**config.mk**
```make
export PLATFORM = sky130hd
export DESIGN_NAME = sseq_status
export DESIGN_NICKNAME = d
export VERILOG_FILES = /design/src/shared/sseq_pkg.sv /design/src/hw/sseq_status.sv /design/src/hw/sseq_evreg.sv /design/src/hw/sseq_errq.sv
export SDC_FILE = /design/constraint.sdc
export NUM_CORES = 1
export LEC_CHECK = 0
export BUFFER_PORTS_ARGS = -buffer_cell sky130_fd_sc_hd__buf_2
export CAP_MARGIN = 20
export CORE_UTILIZATION = 47
export DETAILED_ROUTE_END_ITERATION = 7
export PLACE_DENSITY = 0.66
export SETUP_SLACK_MARGIN = 0.05
export SLEW_MARGIN = 20
export SYNTH_ARGS = -nofsm -noshare
export SYNTH_HDL_FRONTEND = slang
export SYNTH_SLANG_ARGS = --single-unit
export TNS_END_PERCENT = 10
```
**constraint.sdc**
```tcl
create_clock -name clk_sys -period 4.35 [get_ports clk_sys]
set_clock_uncertainty 0.05 [all_clocks]
set_input_delay 1.0875 -clock clk_sys [delete_from_list [all_inputs] [get_ports clk_sys]]
set_output_delay 1.0875 -clock clk_sys [all_outputs]
set_load 0.02 [all_outputs]
```
**src/shared/sseq_pkg.sv**
```systemverilog
// package: constants and carriers for the status tree and error queue
`default_nettype none
package sseq_pkg;
   // command opcodes arriving from the command parser
   typedef enum logic [2:0] {
      SSEQ_OP_READ = 3'h0,
      SSEQ_OP_WRITE = 3'h1,
      SSEQ_OP_PRESET = 3'h2,
      SSEQ_OP_CLS = 3'h3,
      SSEQ_OP_ERRQ = 3'h4,
      SSEQ_OP_ERRNOQ = 3'h5,
      SSEQ_OP_VERQ = 3'h6
   } sseq_op_t;

   // register selectors
   typedef enum logic [3:0] {
      SSEQ_R_VOLT_EV = 4'h0,
      SSEQ_R_POW_EV = 4'h1,
      SSEQ_R_FREQ_EV = 4'h2,
      SSEQ_R_CAL_COND = 4'h3,
      SSEQ_R_QUES_EN = 4'h4,
      SSEQ_R_QUES_EV = 4'h5,
      SSEQ_R_OPER_EN = 4'h6,
      SSEQ_R_OPER_PTR = 4'h7,
      SSEQ_R_OPER_NTR = 4'h8,
      SSEQ_R_SUMMARY = 4'h9
   } sseq_reg_t;

   typedef struct packed {
      sseq_op_t op;
      sseq_reg_t sel;
      logic [15:0] wdata;
   } sseq_cmd_t;

   typedef struct packed {
      logic signed [15:0] code;
      logic [4:0] desc;
   } sseq_err_t;

   typedef struct packed {
      logic [15:0] data;
      logic [4:0] desc;
   } sseq_rsp_t;

   // questionable event bit positions
   localparam int SSEQ_QB_VOLT = 0;
   localparam int SSEQ_QB_POW = 3;
   localparam int SSEQ_QB_FREQ = 5;
   localparam int SSEQ_QB_CAL = 7;
   localparam int SSEQ_QB_AM = 8;
   localparam int SSEQ_QB_WARM = 10;
   localparam logic [15:0] SSEQ_QUES_USED = 16'h05A9;
   localparam logic [15:0] SSEQ_QUES_EN_RST = 16'h0001;
   localparam int SSEQ_SUM_QUES = 3;

   // power event bit positions, register is eight bits wide
   localparam int SSEQ_PB_ALC = 0;
   localparam int SSEQ_PB_PCAL = 1;
   localparam int SSEQ_POW_W = 8;

   localparam logic [15:0] SSEQ_ALL_ZERO = 16'h0000;
   localparam logic [15:0] SSEQ_ALL_ONE = 16'hFFFF;

   // error codes and their description indexes
   localparam logic signed [15:0] SSEQ_E_NONE = 16'sh0000;
   localparam logic signed [15:0] SSEQ_E_UNDEF_HDR = -16'sh0071;
   localparam logic signed [15:0] SSEQ_E_BAD_SUFFIX = -16'sh0083;
   localparam logic signed [15:0] SSEQ_E_RANGE = -16'sh00DE;
   localparam logic signed [15:0] SSEQ_E_OVERFLOW = -16'sh015E;
   localparam logic [4:0] SSEQ_D_NONE = 5'h00;
   localparam logic [4:0] SSEQ_D_UNDEF_HDR = 5'h04;
   localparam logic [4:0] SSEQ_D_BAD_SUFFIX = 5'h06;
   localparam logic [4:0] SSEQ_D_RANGE = 5'h0F;
   localparam logic [4:0] SSEQ_D_OVERFLOW = 5'h15;

   // version answer: year in data, revision in desc
   localparam logic [15:0] SSEQ_VER_YEAR = 16'h07C9;
   localparam logic [4:0] SSEQ_VER_REV = 5'h00;

   // warm-up time
   localparam longint unsigned SSEQ_WARM_MIN = 64'h0000_0000_0000_000F;
   localparam longint unsigned SSEQ_CLK_HZ = 64'h0000_0000_017D_7840;
   localparam longint unsigned SSEQ_WARM_CYC = SSEQ_WARM_MIN * 64'h3C * SSEQ_CLK_HZ;

   localparam int SSEQ_ERRQ_DEPTH = 8;
endpackage
`default_nettype wire

```
**src/hw/sseq_status.sv**
```systemverilog
// status tree, preset, error queue and version answer of the signal generator
`default_nettype none
module sseq_status #(
   parameter longint unsigned WARM_CYCLES = sseq_pkg::SSEQ_WARM_CYC,
   parameter int ERRQ_DEPTH = sseq_pkg::SSEQ_ERRQ_DEPTH,
   parameter int VOLT_W = 16,
   parameter int FREQ_W = 16,
   parameter int CAL_W = 16
) (
   input wire logic clk_sys,
   input wire logic resetn,
   input wire logic cmd_valid,
   input wire sseq_pkg::sseq_cmd_t cmd,
   input wire logic err_valid,
   input wire sseq_pkg::sseq_err_t err_in,
   input wire logic [VOLT_W-1:0] volt_fault_pin,
   input wire logic [FREQ_W-1:0] freq_fault_pin,
   input wire logic [CAL_W-1:0] cal_fault_pin,
   input wire logic alc_off_pin,
   input wire logic pcal_off_pin,
   input wire logic am_overmod_pin,
   output logic rsp_valid_ff,
   output sseq_pkg::sseq_rsp_t rsp_ff,
   output logic [7:0] summary_ff,
   output logic [15:0] oper_en_ff,
   output logic [15:0] oper_ptr_ff,
   output logic [15:0] oper_ntr_ff
);
   localparam int NSYNC = VOLT_W + FREQ_W + CAL_W + 3;
   localparam int WCW = 40;
   localparam logic [WCW-1:0] WARM_LAST = WCW'(WARM_CYCLES - 64'h1);

   // ---------------- pin synchronisers ----------------
   logic [NSYNC-1:0] sync1_ff;
   logic [NSYNC-1:0] sync2_ff;
   wire logic [NSYNC-1:0] pins_raw;
   wire logic [VOLT_W-1:0] volt_fault;
   wire logic [FREQ_W-1:0] freq_fault;
   wire logic [CAL_W-1:0] cal_fault;
   wire logic alc_off;
   wire logic pcal_off;
   wire logic am_overmod;

   assign pins_raw = {volt_fault_pin, freq_fault_pin, cal_fault_pin,
                      alc_off_pin, pcal_off_pin, am_overmod_pin};
   assign {volt_fault, freq_fault, cal_fault, alc_off, pcal_off, am_overmod} = sync2_ff;

   always_ff @(posedge clk_sys or negedge resetn) begin
      if (!resetn) begin
         sync1_ff <= '0;
         sync2_ff <= '0;
      end else begin
         sync1_ff <= pins_raw;
         sync2_ff <= sync1_ff;
      end
   end

   // ---------------- command decode ----------------
   wire logic is_read;
   wire logic is_write;
   wire logic is_preset;
   wire logic is_cls;
   wire logic is_errq;
   wire logic is_errnoq;
   wire logic is_verq;
   wire logic rd_volt;
   wire logic rd_pow;
   wire logic rd_freq;
   wire logic rd_ques;
   wire logic wr_ques_en;
   wire logic wr_oper_en;
   wire logic wr_oper_ptr;
   wire logic wr_oper_ntr;

   assign is_read = cmd_valid && (cmd.op == sseq_pkg::SSEQ_OP_READ);
   assign is_write = cmd_valid && (cmd.op == sseq_pkg::SSEQ_OP_WRITE);
   assign is_preset = cmd_valid && (cmd.op == sseq_pkg::SSEQ_OP_PRESET);
   assign is_cls = cmd_valid && (cmd.op == sseq_pkg::SSEQ_OP_CLS);
   assign is_errq = cmd_valid && (cmd.op == sseq_pkg::SSEQ_OP_ERRQ);
   assign is_errnoq = cmd_valid && (cmd.op == sseq_pkg::SSEQ_OP_ERRNOQ);
   assign is_verq = cmd_valid && (cmd.op == sseq_pkg::SSEQ_OP_VERQ);
   assign rd_volt = is_read && (cmd.sel == sseq_pkg::SSEQ_R_VOLT_EV);
   assign rd_pow = is_read && (cmd.sel == sseq_pkg::SSEQ_R_POW_EV);
   assign rd_freq = is_read && (cmd.sel == sseq_pkg::SSEQ_R_FREQ_EV);
   assign rd_ques = is_read && (cmd.sel == sseq_pkg::SSEQ_R_QUES_EV);
   assign wr_ques_en = is_write && (cmd.sel == sseq_pkg::SSEQ_R_QUES_EN);
   assign wr_oper_en = is_write && (cmd.sel == sseq_pkg::SSEQ_R_OPER_EN);
   assign wr_oper_ptr = is_write && (cmd.sel == sseq_pkg::SSEQ_R_OPER_PTR);
   assign wr_oper_ntr = is_write && (cmd.sel == sseq_pkg::SSEQ_R_OPER_NTR);

   // ---------------- subordinate event registers ----------------
   logic [VOLT_W-1:0] volt_ev;
   logic [FREQ_W-1:0] freq_ev;
   logic [sseq_pkg::SSEQ_POW_W-1:0] pow_ev;
   logic [15:0] ques_ev;
   logic [sseq_pkg::SSEQ_POW_W-1:0] pow_set;

   always_comb begin
      pow_set = '0;
      pow_set[sseq_pkg::SSEQ_PB_ALC] = alc_off;
      pow_set[sseq_pkg::SSEQ_PB_PCAL] = pcal_off;
   end

   sseq_evreg #(.W(VOLT_W)) u_volt_ev (
      .clk_sys(clk_sys),
      .resetn(resetn),
      .set_bits(volt_fault),
      .rd_clr(rd_volt),
      .val_ff(volt_ev)
   );

   sseq_evreg #(.W(FREQ_W)) u_freq_ev (
      .clk_sys(clk_sys),
      .resetn(resetn),
      .set_bits(freq_fault),
      .rd_clr(rd_freq),
      .val_ff(freq_ev)
   );

   sseq_evreg #(.W(sseq_pkg::SSEQ_POW_W)) u_pow_ev (
      .clk_sys(clk_sys),
      .resetn(resetn),
      .set_bits(pow_set),
      .rd_clr(rd_pow),
      .val_ff(pow_ev)
   );

   // ---------------- warm-up timer ----------------
   // counter is wide enough for tens of minutes; the timer stops once done
   logic [WCW-1:0] warm_cnt_ff;
   logic warming_ff;
   logic warm_seen_ff;
   wire logic warm_fall;
   wire logic [WCW-1:0] nxt_warm_cnt;
   wire logic nxt_warming;
   wire logic nxt_warm_seen;

   // the warming condition going false is the implied falling edge
   assign warm_fall = warming_ff && (warm_cnt_ff == WARM_LAST);
   assign nxt_warm_cnt = warming_ff ? warm_cnt_ff + WCW'(1) : warm_cnt_ff;
   assign nxt_warming = warming_ff && !warm_fall;
   // only reset clears this, so a read can never re-arm the warm-up bit
   assign nxt_warm_seen = warm_seen_ff || warm_fall;

   always_ff @(posedge clk_sys or negedge resetn) begin
      if (!resetn) begin
         warm_cnt_ff <= '0;
         warming_ff <= 1'b1;
         warm_seen_ff <= 1'b0;
      end else begin
         warm_cnt_ff <= nxt_warm_cnt;
         warming_ff <= nxt_warming;
         warm_seen_ff <= nxt_warm_seen;
      end
   end

   // ---------------- questionable event register ----------------
   // each source is a named wire so the bit map lives in the package alone
   wire logic ques_src_volt;
   wire logic ques_src_pow;
   wire logic ques_src_freq;
   wire logic ques_src_cal;
   wire logic ques_src_am;
   wire logic ques_src_warm;
   logic [15:0] ques_set;

   assign ques_src_volt = |volt_ev;
   assign ques_src_pow = |pow_ev;
   assign ques_src_freq = |freq_ev;
   assign ques_src_cal = |cal_fault;
   assign ques_src_am = am_overmod;
   assign ques_src_warm = warm_fall && !warm_seen_ff;

   always_comb begin
      ques_set = '0;
      ques_set[sseq_pkg::SSEQ_QB_VOLT] = ques_src_volt;
      ques_set[sseq_pkg::SSEQ_QB_POW] = ques_src_pow;
      ques_set[sseq_pkg::SSEQ_QB_FREQ] = ques_src_freq;
      ques_set[sseq_pkg::SSEQ_QB_CAL] = ques_src_cal;
      ques_set[sseq_pkg::SSEQ_QB_AM] = ques_src_am;
      ques_set[sseq_pkg::SSEQ_QB_WARM] = ques_src_warm;
   end

   sseq_evreg #(.W(16)) u_ques_ev (
      .clk_sys(clk_sys),
      .resetn(resetn),
      .set_bits(ques_set & sseq_pkg::SSEQ_QUES_USED),
      .rd_clr(rd_ques),
      .val_ff(ques_ev)
   );

   // ---------------- enables, filters and summary ----------------
   // preset touches only masks and filters; event registers are not wired to it
   logic [15:0] ques_en_ff;
   wire logic [15:0] nxt_ques_en;
   wire logic [15:0] nxt_oper_en;
   wire logic [15:0] nxt_oper_ptr;
   wire logic [15:0] nxt_oper_ntr;
   wire logic ques_hit;

   assign nxt_ques_en = is_preset ? sseq_pkg::SSEQ_ALL_ZERO :
                        wr_ques_en ? (cmd.wdata & sseq_pkg::SSEQ_QUES_USED) : ques_en_ff;
   assign nxt_oper_en = is_preset ? sseq_pkg::SSEQ_ALL_ZERO :
                        wr_oper_en ? cmd.wdata : oper_en_ff;
   assign nxt_oper_ptr = is_preset ? sseq_pkg::SSEQ_ALL_ONE :
                         wr_oper_ptr ? cmd.wdata : oper_ptr_ff;
   assign nxt_oper_ntr = is_preset ? sseq_pkg::SSEQ_ALL_ZERO :
                         wr_oper_ntr ? cmd.wdata : oper_ntr_ff;
   assign ques_hit = |(ques_ev & ques_en_ff);

   always_ff @(posedge clk_sys or negedge resetn) begin
      if (!resetn) begin
         ques_en_ff <= sseq_pkg::SSEQ_QUES_EN_RST;
         oper_en_ff <= sseq_pkg::SSEQ_ALL_ZERO;
         oper_ptr_ff <= sseq_pkg::SSEQ_ALL_ONE;
         oper_ntr_ff <= sseq_pkg::SSEQ_ALL_ZERO;
         summary_ff <= '0;
      end else begin
         ques_en_ff <= nxt_ques_en;
         oper_en_ff <= nxt_oper_en;
         oper_ptr_ff <= nxt_oper_ptr;
         oper_ntr_ff <= nxt_oper_ntr;
         summary_ff <= 8'(ques_hit) << sseq_pkg::SSEQ_SUM_QUES;
      end
   end

   // ---------------- error queue ----------------
   // a -113 that collides with an external error waits one free cycle
   logic hdr_pend_ff;
   wire logic hdr_req;
   wire logic q_push;
   wire sseq_pkg::sseq_err_t q_d;
   wire sseq_pkg::sseq_err_t q_head;
   wire logic q_empty;
   wire sseq_pkg::sseq_err_t hdr_err;

   assign hdr_req = is_errnoq || hdr_pend_ff;
   assign hdr_err = '{code: sseq_pkg::SSEQ_E_UNDEF_HDR, desc: sseq_pkg::SSEQ_D_UNDEF_HDR};
   assign q_push = (err_valid || hdr_req) && !is_cls;
   assign q_d = err_valid ? err_in : hdr_err;

   always_ff @(posedge clk_sys or negedge resetn) begin
      if (!resetn) begin
         hdr_pend_ff <= 1'b0;
      end else begin
         hdr_pend_ff <= hdr_req && err_valid && !is_cls;
      end
   end

   sseq_errq #(.DEPTH(ERRQ_DEPTH)) u_errq (
      .clk_sys(clk_sys),
      .resetn(resetn),
      .push(q_push),
      .push_d(q_d),
      .pop(is_errq),
      .flush(is_cls),
      .head(q_head),
      .empty(q_empty)
   );

   // ---------------- answer mux ----------------
   // one select wire per register keeps the read path a flat and-or;
   // a selector with no register behind it matches nothing and reads zero
   wire logic sel_volt;
   wire logic sel_pow;
   wire logic sel_freq;
   wire logic sel_cal;
   wire logic sel_ques_en;
   wire logic sel_ques_ev;
   wire logic sel_oper_en;
   wire logic sel_oper_ptr;
   wire logic sel_oper_ntr;
   wire logic sel_summary;
   wire logic [15:0] volt_word;
   wire logic [15:0] pow_word;
   wire logic [15:0] freq_word;
   wire logic [15:0] cal_word;
   wire logic [15:0] summary_word;
   wire logic [15:0] rd_word;
   wire logic [15:0] errq_word;
   wire logic [4:0] errq_desc;
   wire sseq_pkg::sseq_rsp_t rd_rsp;
   wire sseq_pkg::sseq_rsp_t errq_rsp;
   wire sseq_pkg::sseq_rsp_t ver_rsp;
   wire sseq_pkg::sseq_rsp_t nxt_rsp;

   assign sel_volt = (cmd.sel == sseq_pkg::SSEQ_R_VOLT_EV);
   assign sel_pow = (cmd.sel == sseq_pkg::SSEQ_R_POW_EV);
   assign sel_freq = (cmd.sel == sseq_pkg::SSEQ_R_FREQ_EV);
   assign sel_cal = (cmd.sel == sseq_pkg::SSEQ_R_CAL_COND);
   assign sel_ques_en = (cmd.sel == sseq_pkg::SSEQ_R_QUES_EN);
   assign sel_ques_ev = (cmd.sel == sseq_pkg::SSEQ_R_QUES_EV);
   assign sel_oper_en = (cmd.sel == sseq_pkg::SSEQ_R_OPER_EN);
   assign sel_oper_ptr = (cmd.sel == sseq_pkg::SSEQ_R_OPER_PTR);
   assign sel_oper_ntr = (cmd.sel == sseq_pkg::SSEQ_R_OPER_NTR);
   assign sel_summary = (cmd.sel == sseq_pkg::SSEQ_R_SUMMARY);
   // narrower registers are widened with zeros, so their unused bits read zero
   assign volt_word = 16'(volt_ev);
   assign pow_word = 16'(pow_ev);
   assign freq_word = 16'(freq_ev);
   assign cal_word = 16'(cal_fault);
   assign summary_word = 16'(summary_ff);
   assign rd_word = ({16{sel_volt}} & volt_word)
      | ({16{sel_pow}} & pow_word)
      | ({16{sel_freq}} & freq_word)
      | ({16{sel_cal}} & cal_word)
      | ({16{sel_ques_en}} & ques_en_ff)
      | ({16{sel_ques_ev}} & ques_ev)
      | ({16{sel_oper_en}} & oper_en_ff)
      | ({16{sel_oper_ptr}} & oper_ptr_ff)
      | ({16{sel_oper_ntr}} & oper_ntr_ff)
      | ({16{sel_summary}} & summary_word);
   assign errq_word = q_empty ? sseq_pkg::SSEQ_E_NONE : q_head.code;
   assign errq_desc = q_empty ? sseq_pkg::SSEQ_D_NONE : q_head.desc;
   assign rd_rsp = '{data: rd_word, desc: sseq_pkg::SSEQ_D_NONE};
   assign errq_rsp = '{data: errq_word, desc: errq_desc};
   assign ver_rsp = '{data: sseq_pkg::SSEQ_VER_YEAR, desc: sseq_pkg::SSEQ_VER_REV};
   assign nxt_rsp = is_read ? rd_rsp :
                    is_errq ? errq_rsp :
                    is_verq ? ver_rsp : '0;

   always_ff @(posedge clk_sys or negedge resetn) begin
      if (!resetn) begin
         rsp_valid_ff <= 1'b0;
         rsp_ff <= '0;
      end else begin
         rsp_valid_ff <= is_read || is_errq || is_verq;
         rsp_ff <= nxt_rsp;
      end
   end
endmodule // sseq_status
`default_nettype wire

```
**src/hw/sseq_evreg.sv**
```systemverilog
// latched event register, cleared by a read, a set in the read cycle wins
`default_nettype none
module sseq_evreg #(
   parameter int W = 16
) (
   input wire logic clk_sys,
   input wire logic resetn,
   input wire logic [W-1:0] set_bits,
   input wire logic rd_clr,
   output logic [W-1:0] val_ff
);
   wire logic [W-1:0] nxt_val;

   assign nxt_val = (rd_clr ? '0 : val_ff) | set_bits;

   always_ff @(posedge clk_sys or negedge resetn) begin
      if (!resetn) begin
         val_ff <= '0;
      end else begin
         val_ff <= nxt_val;
      end
   end
endmodule // sseq_evreg
`default_nettype wire

```
**src/hw/sseq_errq.sv**
```systemverilog
// first-in first-out error queue with overflow marking
`default_nettype none
module sseq_errq #(
   parameter int DEPTH = sseq_pkg::SSEQ_ERRQ_DEPTH
) (
   input wire logic clk_sys,
   input wire logic resetn,
   input wire logic push,
   input wire sseq_pkg::sseq_err_t push_d,
   input wire logic pop,
   input wire logic flush,
   output sseq_pkg::sseq_err_t head,
   output logic empty
);
   localparam int AW = (DEPTH > 1) ? $clog2(DEPTH) : 1;
   localparam logic [AW-1:0] LAST = AW'(DEPTH - 1);
   localparam logic [AW:0] FULLCNT = (AW + 1)'(DEPTH);

   sseq_pkg::sseq_err_t mem [DEPTH];
   logic [AW-1:0] wr_ptr_ff;
   logic [AW-1:0] rd_ptr_ff;
   logic [AW:0] cnt_ff;
   wire logic full;
   wire logic do_pop;
   wire logic do_push;
   wire logic do_ovf;
   wire logic [AW-1:0] wr_nxt;
   wire logic [AW-1:0] rd_nxt;
   wire logic [AW-1:0] newest;
   wire sseq_pkg::sseq_err_t ovf_entry;

   assign full = (cnt_ff == FULLCNT);
   assign empty = (cnt_ff == '0);
   assign do_pop = pop && !empty;
   // a pop in the same cycle frees a slot, so the push goes in normally
   assign do_push = push && (!full || do_pop);
   assign do_ovf = push && full && !do_pop;
   assign wr_nxt = (wr_ptr_ff == LAST) ? '0 : wr_ptr_ff + AW'(1);
   assign rd_nxt = (rd_ptr_ff == LAST) ? '0 : rd_ptr_ff + AW'(1);
   assign newest = (wr_ptr_ff == '0) ? LAST : wr_ptr_ff - AW'(1);
   assign ovf_entry = '{code: sseq_pkg::SSEQ_E_OVERFLOW, desc: sseq_pkg::SSEQ_D_OVERFLOW};
   assign head = mem[rd_ptr_ff];

   // storage carries no reset; cnt guards every read of it
   always_ff @(posedge clk_sys) begin
      if (do_push) begin
         mem[wr_ptr_ff] <= push_d;
      end else if (do_ovf) begin
         mem[newest] <= ovf_entry;
      end
   end

   always_ff @(posedge clk_sys or negedge resetn) begin
      if (!resetn) begin
         wr_ptr_ff <= '0;
         rd_ptr_ff <= '0;
         cnt_ff <= '0;
      end else if (flush) begin
         wr_ptr_ff <= '0;
         rd_ptr_ff <= '0;
         cnt_ff <= '0;
      end else begin
         wr_ptr_ff <= do_push ? wr_nxt : wr_ptr_ff;
         rd_ptr_ff <= do_pop ? rd_nxt : rd_ptr_ff;
         cnt_ff <= cnt_ff + (AW + 1)'(do_push) - (AW + 1)'(do_pop);
      end
   end
endmodule // sseq_errq
`default_nettype wire

```
Yosys cells after proc, flatten, opt, wreduce, memory -nomap -nowiden
Memory sizes are Yosys's and may differ from the RTL's.
Cells that the tools add are included.
{"block": "word_totals", "ff_bits": 298, "mem_bits_rw": 168, "wordCells": 158, "mem_count": 1}
{"name": "u_errq.mem", "depth": 8, "width": 21, "rd": 1, "rd_ports_with_merged_regs": 0, "wr": 1, "line_no": "sseq_errq.sv:19", "text": "sseq_pkg::sseq_err_t mem [DEPTH];"}
{"block": "classes", "add_sub_neg": 6, "n_eq_ne": 19, "muxes": 34, "bitwise_logic": 24, "n_reduce_logical": 53}
{"operator": "2-to-1 mux 16 bit", "n": 13}
{"operator": "bitwise OR 16 bit", "n": 11}
{"operator": "bitwise AND 16 bit", "n": 9}
{"operator": "2-to-1 mux 21 bit", "n": 4}
{"operator": "OR reduction 16 bit", "n": 4}
{"operator": "adder 40 x 1 -> 40 bit (second input constant)", "n": 1}
{"operator": "== test 40 x 35 -> 1 bit (second input constant)", "n": 1}
{"operator": "logical AND 1 bit", "n": 25}
{"operator": "2-to-1 mux 3 bit", "n": 8}
{"operator": "OR reduction 21 bit", "n": 1}
{"operator": "bitwise AND 16 x 4 -> 16 bit", "n": 1}
{"operator": "bitwise AND 16 x 8 -> 16 bit", "n": 1}
{"operator": "== test 4 x 3 -> 1 bit (second input constant)", "n": 4}
{"operator": "bitwise OR 16 x 11 -> 16 bit", "n": 1}
{"operator": "== test 3 bit (second input constant)", "n": 5}
{"operator": "== test 4 bit (second input constant)", "n": 3}
{"operator": "nonzero test 2 bit", "n": 6}
{"operator": "== test 4 x 2 -> 1 bit (second input constant)", "n": 2}
{"operator": "zero test 4 bit", "n": 2}
{"operator": "2-to-1 mux 8 bit", "n": 1}
{"operator": "bitwise OR 8 x 2 -> 8 bit", "n": 1}
{"operator": "OR reduction 8 bit", "n": 1}
{"operator": "adder 3 x 1 -> 3 bit (second input constant)", "n": 2}
{"operator": "== test 3 x 2 -> 1 bit (second input constant)", "n": 2}
{"operator": "11 further kinds", "n": 27}

Longest topological paths before layout
Gate-level depths: netlist (run 1).
{"block": "logic_depth", "ltp_word": 12, "depth_mapped": 11, "ltp_nobuf": 11}

Hierarchy
Synthesis (run 1) repeated with hierarchy kept, for this count alone.
{"block": "hier_totals", "cells_unflattened": 1272, "area_unflattened_um2": 18470.2}
{"module": "sseq_status", "n_inst": 1, "cells_each": 796, "area_per_inst_um2": 9168.8}
{"module": "sseq_errq", "n_inst": 1, "cells_each": 357, "area_per_inst_um2": 7408.4}
{"module": "sseq_evreg at u_freq_ev ...", "n_inst": 3, "cells_each": 34, "area_per_inst_um2": 543.0}
{"module": "sseq_evreg at u_pow_ev", "n_inst": 1, "cells_each": 17, "area_per_inst_um2": 264.0}

Least setup slack after synthesis (run 1)
No wires, ideal clock.
{"block": "synth_timing", "kind": "input port to flip-flop", "from": "in cmd[22] (netlist name)", "to": "mem u_errq.mem[0][0] (netlist name), enable pin", "setup_time_ns": 0.425, "t_arrival_ns": 3.834, "required_time_ns": 3.875, "setup_slack_ns": 0.041, "cell_stages": 6, "n_path_buf": 1, "path_cell_list": "buf_2 > and4b_1 > a211o_1 > nor2_2 > mux2_2 > nor3_1"}
{"block": "synth_via", "elab_chain_len": 12, "elab_cells_between_ends": 24}
{"element": "start, declared", "line_no": "sseq_status.sv:13", "text": "input wire sseq_pkg::sseq_cmd_t cmd,"}
{"element": "== test 3 bit", "line_no": "sseq_status.sv:80", "text": "assign is_errnoq = cmd_valid && (cmd.op == sseq_pkg::SSEQ_OP_ERRNOQ);"}
{"element": "logical AND 1 bit", "line_no": "sseq_status.sv:80"}
{"element": "logical OR 1 bit", "line_no": "sseq_status.sv:237", "text": "assign hdr_req = is_errnoq || hdr_pend_ff;"}
{"element": "logical OR 1 bit", "line_no": "sseq_status.sv:239", "text": "assign q_push = (err_valid || hdr_req) && !is_cls;"}
{"element": "logical AND 1 bit", "line_no": "sseq_status.sv:239"}
{"element": "logical AND 1 bit (2 in series)", "line_no": "sseq_errq.sv:37", "text": "assign do_ovf = push && full && !do_pop;"}
{"element": "2-to-1 mux 1 bit", "line_no": "sseq_errq.sv:48", "text": "end else if (do_ovf) begin"}
{"element": "2-to-1 mux 1 bit", "line_no": "sseq_errq.sv:46", "text": "if (do_push) begin"}
{"element": "2-to-1 mux 1 bit (not written as such)", "line_no": "sseq_errq.sv:49", "text": "mem[newest] <= ovf_entry;"}
{"element": "OR reduction 21 bit (no line)"}
{"element": "2-to-1 mux 3 bit (no line) or 2-to-1 mux 1 bit (tied branches)"}
{"element": "end, declared", "line_no": "sseq_errq.sv:19"}
Several ways; a longest one is shown, not always the timed one.

Final worst setup path (run 1)
{"block": "layout_timing", "from": "in cmd[22] (netlist name)", "to": "mem u_errq.mem[6][20] (netlist name), enable pin"}
Same word-level chain as after synthesis.

==> results of run 1 <==
## cells in the mapped netlist (12+ instances only)
master / number
mux2i_1: 48
dfrtp_1: 254
clkbuf_1: 24
dfstp_2: 18
nand3_1: 55
nor2b_1: 13
mux4_2: 43
nand4_1: 12
nor3_1: 30
nand2_1: 100
edfxtp_1: 168
xnor2_1: 26
buf_2: 22
inv_1: 25
ha_1: 13
a21o_1: 39
nor2_1: 53
a21oi_1: 35
a22oi_1: 16
o22ai_1: 12
nand2b_1: 18
xor2_1: 15
nor4_1: 16
## flip-flops by register name, summed over array words and instances, names as in the netlist
| register | cells |
|---|---|
| u_errq.mem | 168 |
| sync1_ff | 51 |
| sync2_ff | 51 |
| warm_cnt_ff | 40 |
| rsp_ff | 21 |
| oper_en_ff | 16 |
| oper_ntr_ff | 16 |
| oper_ptr_ff | 16 |
| u_freq_ev.val_ff | 16 |
| u_volt_ev.val_ff | 16 |
| ques_en_ff | 6 |
| u_ques_ev.val_ff | 6 |
| u_errq.cnt_ff | 4 |
| u_errq.rd_ptr_ff | 3 |
| u_errq.wr_ptr_ff | 3 |
| u_pow_ev.val_ff | 2 |
| hdr_pend_ff | 1 |
| rsp_valid_ff | 1 |
| summary_ff | 1 |
| warm_seen_ff | 1 |
| warming_ff | 1 |
## layout make-up
class	count	area, sq um
Clock inverter	20	293
Tap cell	461	577
Clock buffer	62	1250
Multi-Input combinational cell	667	5140
Timing Repair Buffer	199	1130
Inverter	25	93.8
Sequential cell	440	11900
Fill cell	2846	15600
## metrics by stage
stage               utilization (%)  area, sq um
finish                         56.7        20400
floorplan                         -        17400
CTS                            56.7        20400
global placement               52.4        18800
global route                   56.7        20400
detailed placement             52.4        18800
## per-layer routing
metal | GRT usage, % | share of wire [%] | routed length [microns]
met4 | 7.52 | 2.8 | 1190
met5 | 0 | 0 | 0
met3 | 4.30 | 6.4 | 2690
met2 | 34.3 | 46 | 19200
met1 | 33.5 | 45 | 19000
## where the power goes
part	switching, W	leakage [nW]	internal [W]
combinational	0.000838	2.83	0.000634
clock	0.00157	0.750	0.00243
sequential	0.000204	4.77	0.00472
total	0.00261	8.35	0.00778
## layout by cell type (no fill, tap or decap), types with 10 or more instances in the layout
| master | n |
|---|---|
| dfrtp_1 | 253 |
| buf_2 | 168 |
| edfxtp_1 | 168 |
| nand2_1 | 100 |
| nand3_1 | 55 |
| nor2_1 | 53 |
| mux2i_1 | 48 |
| clkbuf_16 | 45 |
| mux4_2 | 43 |
| a21o_1 | 39 |
| a21oi_1 | 35 |
| xnor2_1 | 26 |
| buf_4 | 26 |
| inv_1 | 25 |
| nor3_1 | 22 |
| nand2b_1 | 18 |
| dfstp_2 | 18 |
| a22oi_1 | 16 |
| nor4_1 | 16 |
| xor2_1 | 15 |
| nor2b_1 | 13 |
| ha_1 | 13 |
| o22ai_1 | 12 |
| nand4_1 | 12 |
| o21ai_0 | 11 |
| clkbuf_1 | 11 |
| a32oi_1 | 10 |
## cell families (layout without fill, tap and decap cells)
group	count (synthesis)	in the layout
buffers and inverters	88	306
adders and majority gates	14	14
xor gates and xnor gates	41	41
DFF	440	440
AOI/OAI and AO/OA	166	166
and+or+nand+nor	340	340
muxes	99	99
other	1	7
## how the worst max path moves through the flow
| stage | from | end | slack, ns |
|---|---|---|---|
| 3_5_place_dp | cmd[22] | u_errq.mem[6][17] | 0.62 |
| 5_1_grt | cmd[22] | u_errq.mem[6][19] | 1.01 |
| 3_3_place_gp | cmd[21] | u_errq.mem[6][19] | 0.75 |
| 2_1_floorplan | cmd[22] | u_errq.mem[0][0] | 0.04 |
| 6_report | cmd[22] | u_errq.mem[6][20] | 1.18 |
| 4_1_cts | cmd[22] | u_errq.mem[6][8] | 1.17 |
## worst max-delay path, cell delays in order
cell      delay [ns]
buf_2           0.16
and4b_1         0.58
a211oi_2        0.14
nand2b_1        0.33
o22ai_1         0.25
nor3_2          0.56
buf_12          0.25
==> reports/results.tsv, run 1 <==
stage	metric	value	unit
timing	setup_viol_count_final	0	
yosys	synthesis.area	17300	sq um
route	num_vias	10600	
route	routed_wl	42100	microns
clock_network	clock-sinks	440	
route	drc	0	
global_routing	grt_pass1_vias	10700	
floorplan	die-area	37700	sq um
setup_path	timing.rr.end	u_errq.mem[6][20]	
setup_path	cp-end-kind	register	
yosys	synth-seq-area-share	68.5	%
placement	gp_congestion	0.937	
floorplan	die-height	194	microns
finish	syn_to_final_growth	17.4	%
timing	worst_slew_pin_slew	0.952	ns
timing	rsz0062_at_grt	false	
clock_network	htreeDepth	2	
yosys	yosysUniqueCellTypes	70	
timing	max_slew_margin	36.4	%
run	maxCapViolations	0	
route	drt_iter0_markers	801	
timing	fmax	315	MHz
timing	setup-tns-final	0	ns
timing	hold_viol_final	0	
clock_network	numCtsBuffers	45	
setup_path	worstSetupStartpointType	input port	
global_routing	grt_use_total	22.8	%
global_routing	grt_max_degree	103	
yosys	async_flop_share	61.8	%
floorplan	ios	177	
yosys	muxShareOfSynthArea	8.88	%
yosys	ys.flop_type	dfrtp_1	
floorplan	die_w	194	microns
clock_network	clockBufferDepth	3	
timing	period_share	73.0	%
floorplan	core-area	35900	sq um
timing	finalCriticalPeriod	3.17	ns
pwr	p_total	0.0104	W
setup_path	crit_required	4.55	ns
placement	numPortBuffers	169	
setup_path	arrival	3.37	ns
placement	dp_hpwl	29400	microns
setup_path	cp_max_fo	16	
setup_path	rr_worst_depth	7	
clock_network	insertion_delay	0.55	ns
clock_network	cts_tree	built	
yosys	synth-compound-area-share	6.91	%
yosys	synth_top_family_by_area	simple AND/OR/NAND/NOR gates	
finish	final_cells	1874	
clock_network	root_buffer	clkbuf_16	
yosys	yosysTopAreaCellShare	36.7	%
yosys	synthAdderAreaFrac	1.05	%
yosys	synthXorXnorAreaFrac	2.07	%
min_path	min_path_cells	0	
timing	setup_ws	1.18	ns
pwr	power_density	511	nW/um^2
yosys	synth_top_area_cell	dfrtp_1	
finish	drive_above_1_share	25.7	%
pwr	ir_drop	0.000335	V
placement	dp.cells	1792	
min_path	min_from	sync1_ff[14]	
clock_network	cts_resized	0	
global_routing	grt_pass1_wl	64800	microns
min_path	hold_path_class	register to register	
yosys	yosys_register_bits	440	
yosys	synth_edf_count	168	
clock_network	cts_setup_buffers	0	
route	wl_per_cell	22.4	microns
pwr	p_leak	8.35	nW
min_path	min_to	sync2_ff[14]	
finish	diodes	0	
timing	finalMaxSlewViolations	0	
run_status	outcome	completed	
setup_path	worstSetupPathType	input port to register	
route	dr.pass1.iters	5	
setup_path	r2r_setup_slack	1.47	ns
clock_network	cts_hold_buf	0	
timing	whs	0.294	ns
global_routing	antenna_found_initial	0	
finish	nNetsFinal	1491	
yosys	syn_avg_cell_area	14.6	sq um
yosys	yosysWarnings	0	
yosys	syn_inst	1189	
clock_network	clkTransAtPathRegs	0.06	ns
yosys	synth_area_leaders	dfrtp_1 37%, edfxtp_1 29%, mux4_2 5.6%, mux2i_1 2.8%, dfstp_2 2.7%	
placement	place_ws	0.617	ns
global_routing	grt_overflow	0	
route	antenna_left	0	
setup_path	worstReg2RegStart	u_errq.cnt_ff[2]	
floorplan	start_util	48.3	%
route	via_per_inst	5.67	
yosys	synthSimpleGateAreaFrac	10.3	%
floorplan	rows	69	
Note: power is estimated with default switching activity, not from simulation.
==> inputs of run 2 (changes only) <==
Clock period 4.35 ns to 3 ns, I/O delays scaled along.
==> reports/results.tsv, run 2 (synthesized netlist as in run 1, its figures left out) <==
stage	metric	value	unit
finish	top_regs	u_errq.mem (168), sync1_ff (51), sync2_ff (51)	
clock_network	root_buffer	clkbuf_16	
setup_path	worstSetupStartpointType	register	
placement	numPortBuffers	169	
global_routing	grt_max_degree	83	
finish	diodes	0	
floorplan	ios	177	
global_routing	grtUsageMet2	35.0	%
placement	dpl-instance-area	19200	sq um
route	drt_iter0_markers	761	
global_routing	grt_overflow	0	
timing	finalMaxSlewViolations	0	
clock_network	clockBufferDepth	3	
setup_path	cp-end-kind	register	
setup_path	crit_required	3.22	ns
route	antenna_left	0	
floorplan	rows	69	
clock_network	clkTransAtPathRegs	0.06	ns
floorplan	die_w	194	microns
clock_network	htreeDepth	2	
finish	final_cell_mix	253 x dfrtp_1, 168 x buf_2, 168 x edfxtp_1	
finish	final_common_cell	dfrtp_1	
floorplan	die-area	37700	sq um
clock_network	cts_tree	built	
setup_path	arrival	2.64	ns
timing	rsz0062_at_grt	false	
route	num_vias	10800	
placement	gp_congestion	0.926	
timing	setup-tns-final	0	ns
global_routing	globalRouteMet3Util	6.07	%
global_routing	busiest_layer	met2	
timing	setup_viol_count_final	0	
setup_path	cp_max_fo	21	
clock_network	clock-sinks	440	
pwr	p_total	0.0151	W
route	drc	0	
floorplan	start_util	48.3	%
global_routing	grt_use_total	23.5	%
floorplan	die-height	194	microns
setup_path	worstSetupPathType	register to register	
finish	largest_reg_flops	168	
clock_network	cts_hold_buf	0	
global_routing	use_met1	34.4	%
floorplan	core-area	35900	sq um
finish	nNetsFinal	1524	
run_status	outcome	completed	
pwr	ir_drop	0.000487	V
clock_network	numCtsBuffers	45	
timing	fmax	413	MHz
route	via_per_inst	5.68	
global_routing	grt_pass1_vias	10900	
placement	dp_hpwl	30400	microns
route	dr.pass1.iters	6	
timing	period_share	80.7	%
global_routing	grt_pass1_wl	66700	microns
route	wl_per_cell	22.6	microns
finish	final_cell_area	20700	sq um
finish	largest-register	u_errq.mem	
timing	finalCriticalPeriod	2.42	ns
route	routed_wl	43100	microns
finish	drive_above_1_share	27.9	%
finish	syn_to_final_growth	19.6	%
min_path	hold_path_class	input port to async pin	
global_routing	antenna_found_initial	2	
timing	max_slew_margin	53.8	%
timing	worst_slew_pin_slew	0.693	ns
run	maxCapViolations	0	
clock_network	insertion_delay	0.57	ns
pwr	p_leak	8.56	nW
clock_network	cts_resized	0	
pwr	power_density	730	nW/um^2
finish	nFillCells	2805	
timing	hold_viol_final	0	
clock_network	cts_setup_buffers	0	
==> run 2: cell types whose count changed in the layout (fill, tap and decap cells not counted), sizes merged <==
cell,change
clkbuf,+5
clkinv,-2
inv,+1
buf,+33
bufinv,-4
==> run 2: layout make-up <==
| cell class | count | area, sq um | area share, % |
|---|---|---|---|
| sequential | 440 | 11900 | 57.3 |
| clock inverter | 15 | 183 | 0.881 |
| multi-input combinational | 667 | 5210 | 25.1 |
| tap | 461 | 577 | 2.78 |
| inverter | 25 | 93.8 | 0.452 |
| timing repair buffer | 232 | 1470 | 7.07 |
| clock buffer | 67 | 1330 | 6.42 |
==> run 2: metrics by stage <==
| step | util (%) | std cells | hold slack, ns | setup slack [ns] |
|---|---|---|---|---|
| 3_5_place_dp | 53.5 | 1825 | 0.285 | 0.0692 |
| 6_report | 57.7 | 1907 | 0.0905 | 0.580 |
| 5_1_grt | 57.7 | 1907 | 0.146 | 0.367 |
| 3_3_place_gp | 53.5 | 1825 | 0.284 | 0.0995 |
| 4_1_cts | 57.7 | 1907 | 0.124 | 0.562 |
| 2_1_floorplan | - | 1195 | 0.281 | 0.00244 |
==> run 2: metal layers <==
| metal | share of wire (%) | routed length [microns] |
|---|---|---|
| met1 | 45 | 19200 |
| met2 | 46 | 19600 |
| met3 | 7.7 | 3330 |
| met4 | 2.1 | 923 |
| met5 | 0.063 | 27 |
==> run 2: power by group <==
group | internal, W | switching [W] | total [W]
registers | 0.00684 | 0.000212 | 0.00705
logic | 0.00104 | 0.00139 | 0.00243
clock network | 0.00335 | 0.00231 | 0.00566
total | 0.0112 | 0.00391 | 0.0151
==> run 2: path summary, 6_finish.rpt <==
path	start	depth (start not counted)	endpoint	slack [ns]
min in group clk_sys	freq_fault_pin[7]	1	sync1_ff[26]	0.24
max in group asynchronous	resetn	2	warm_cnt_ff[3]	1.85
worst min-delay path	resetn	1	sync1_ff[37]	0.09
worst min register to register	sync1_ff[47]	0	sync2_ff[47]	0.29
worst max-delay path	u_errq.cnt_ff[2]	7	u_errq.mem[0][19]	0.58
worst max register to register	u_errq.cnt_ff[2]	7	u_errq.mem[0][19]	0.58
==> run 2: worst max-delay path, stage by stage (launching register included) <==
cell and delay (ns):
dfrtp_1 0.32, inv_1 0.07, ha_1 0.26, o311ai_4 0.41, mux2i_1 0.26, nand2_1 0.26, nor3_4 0.28, buf_12 0.22
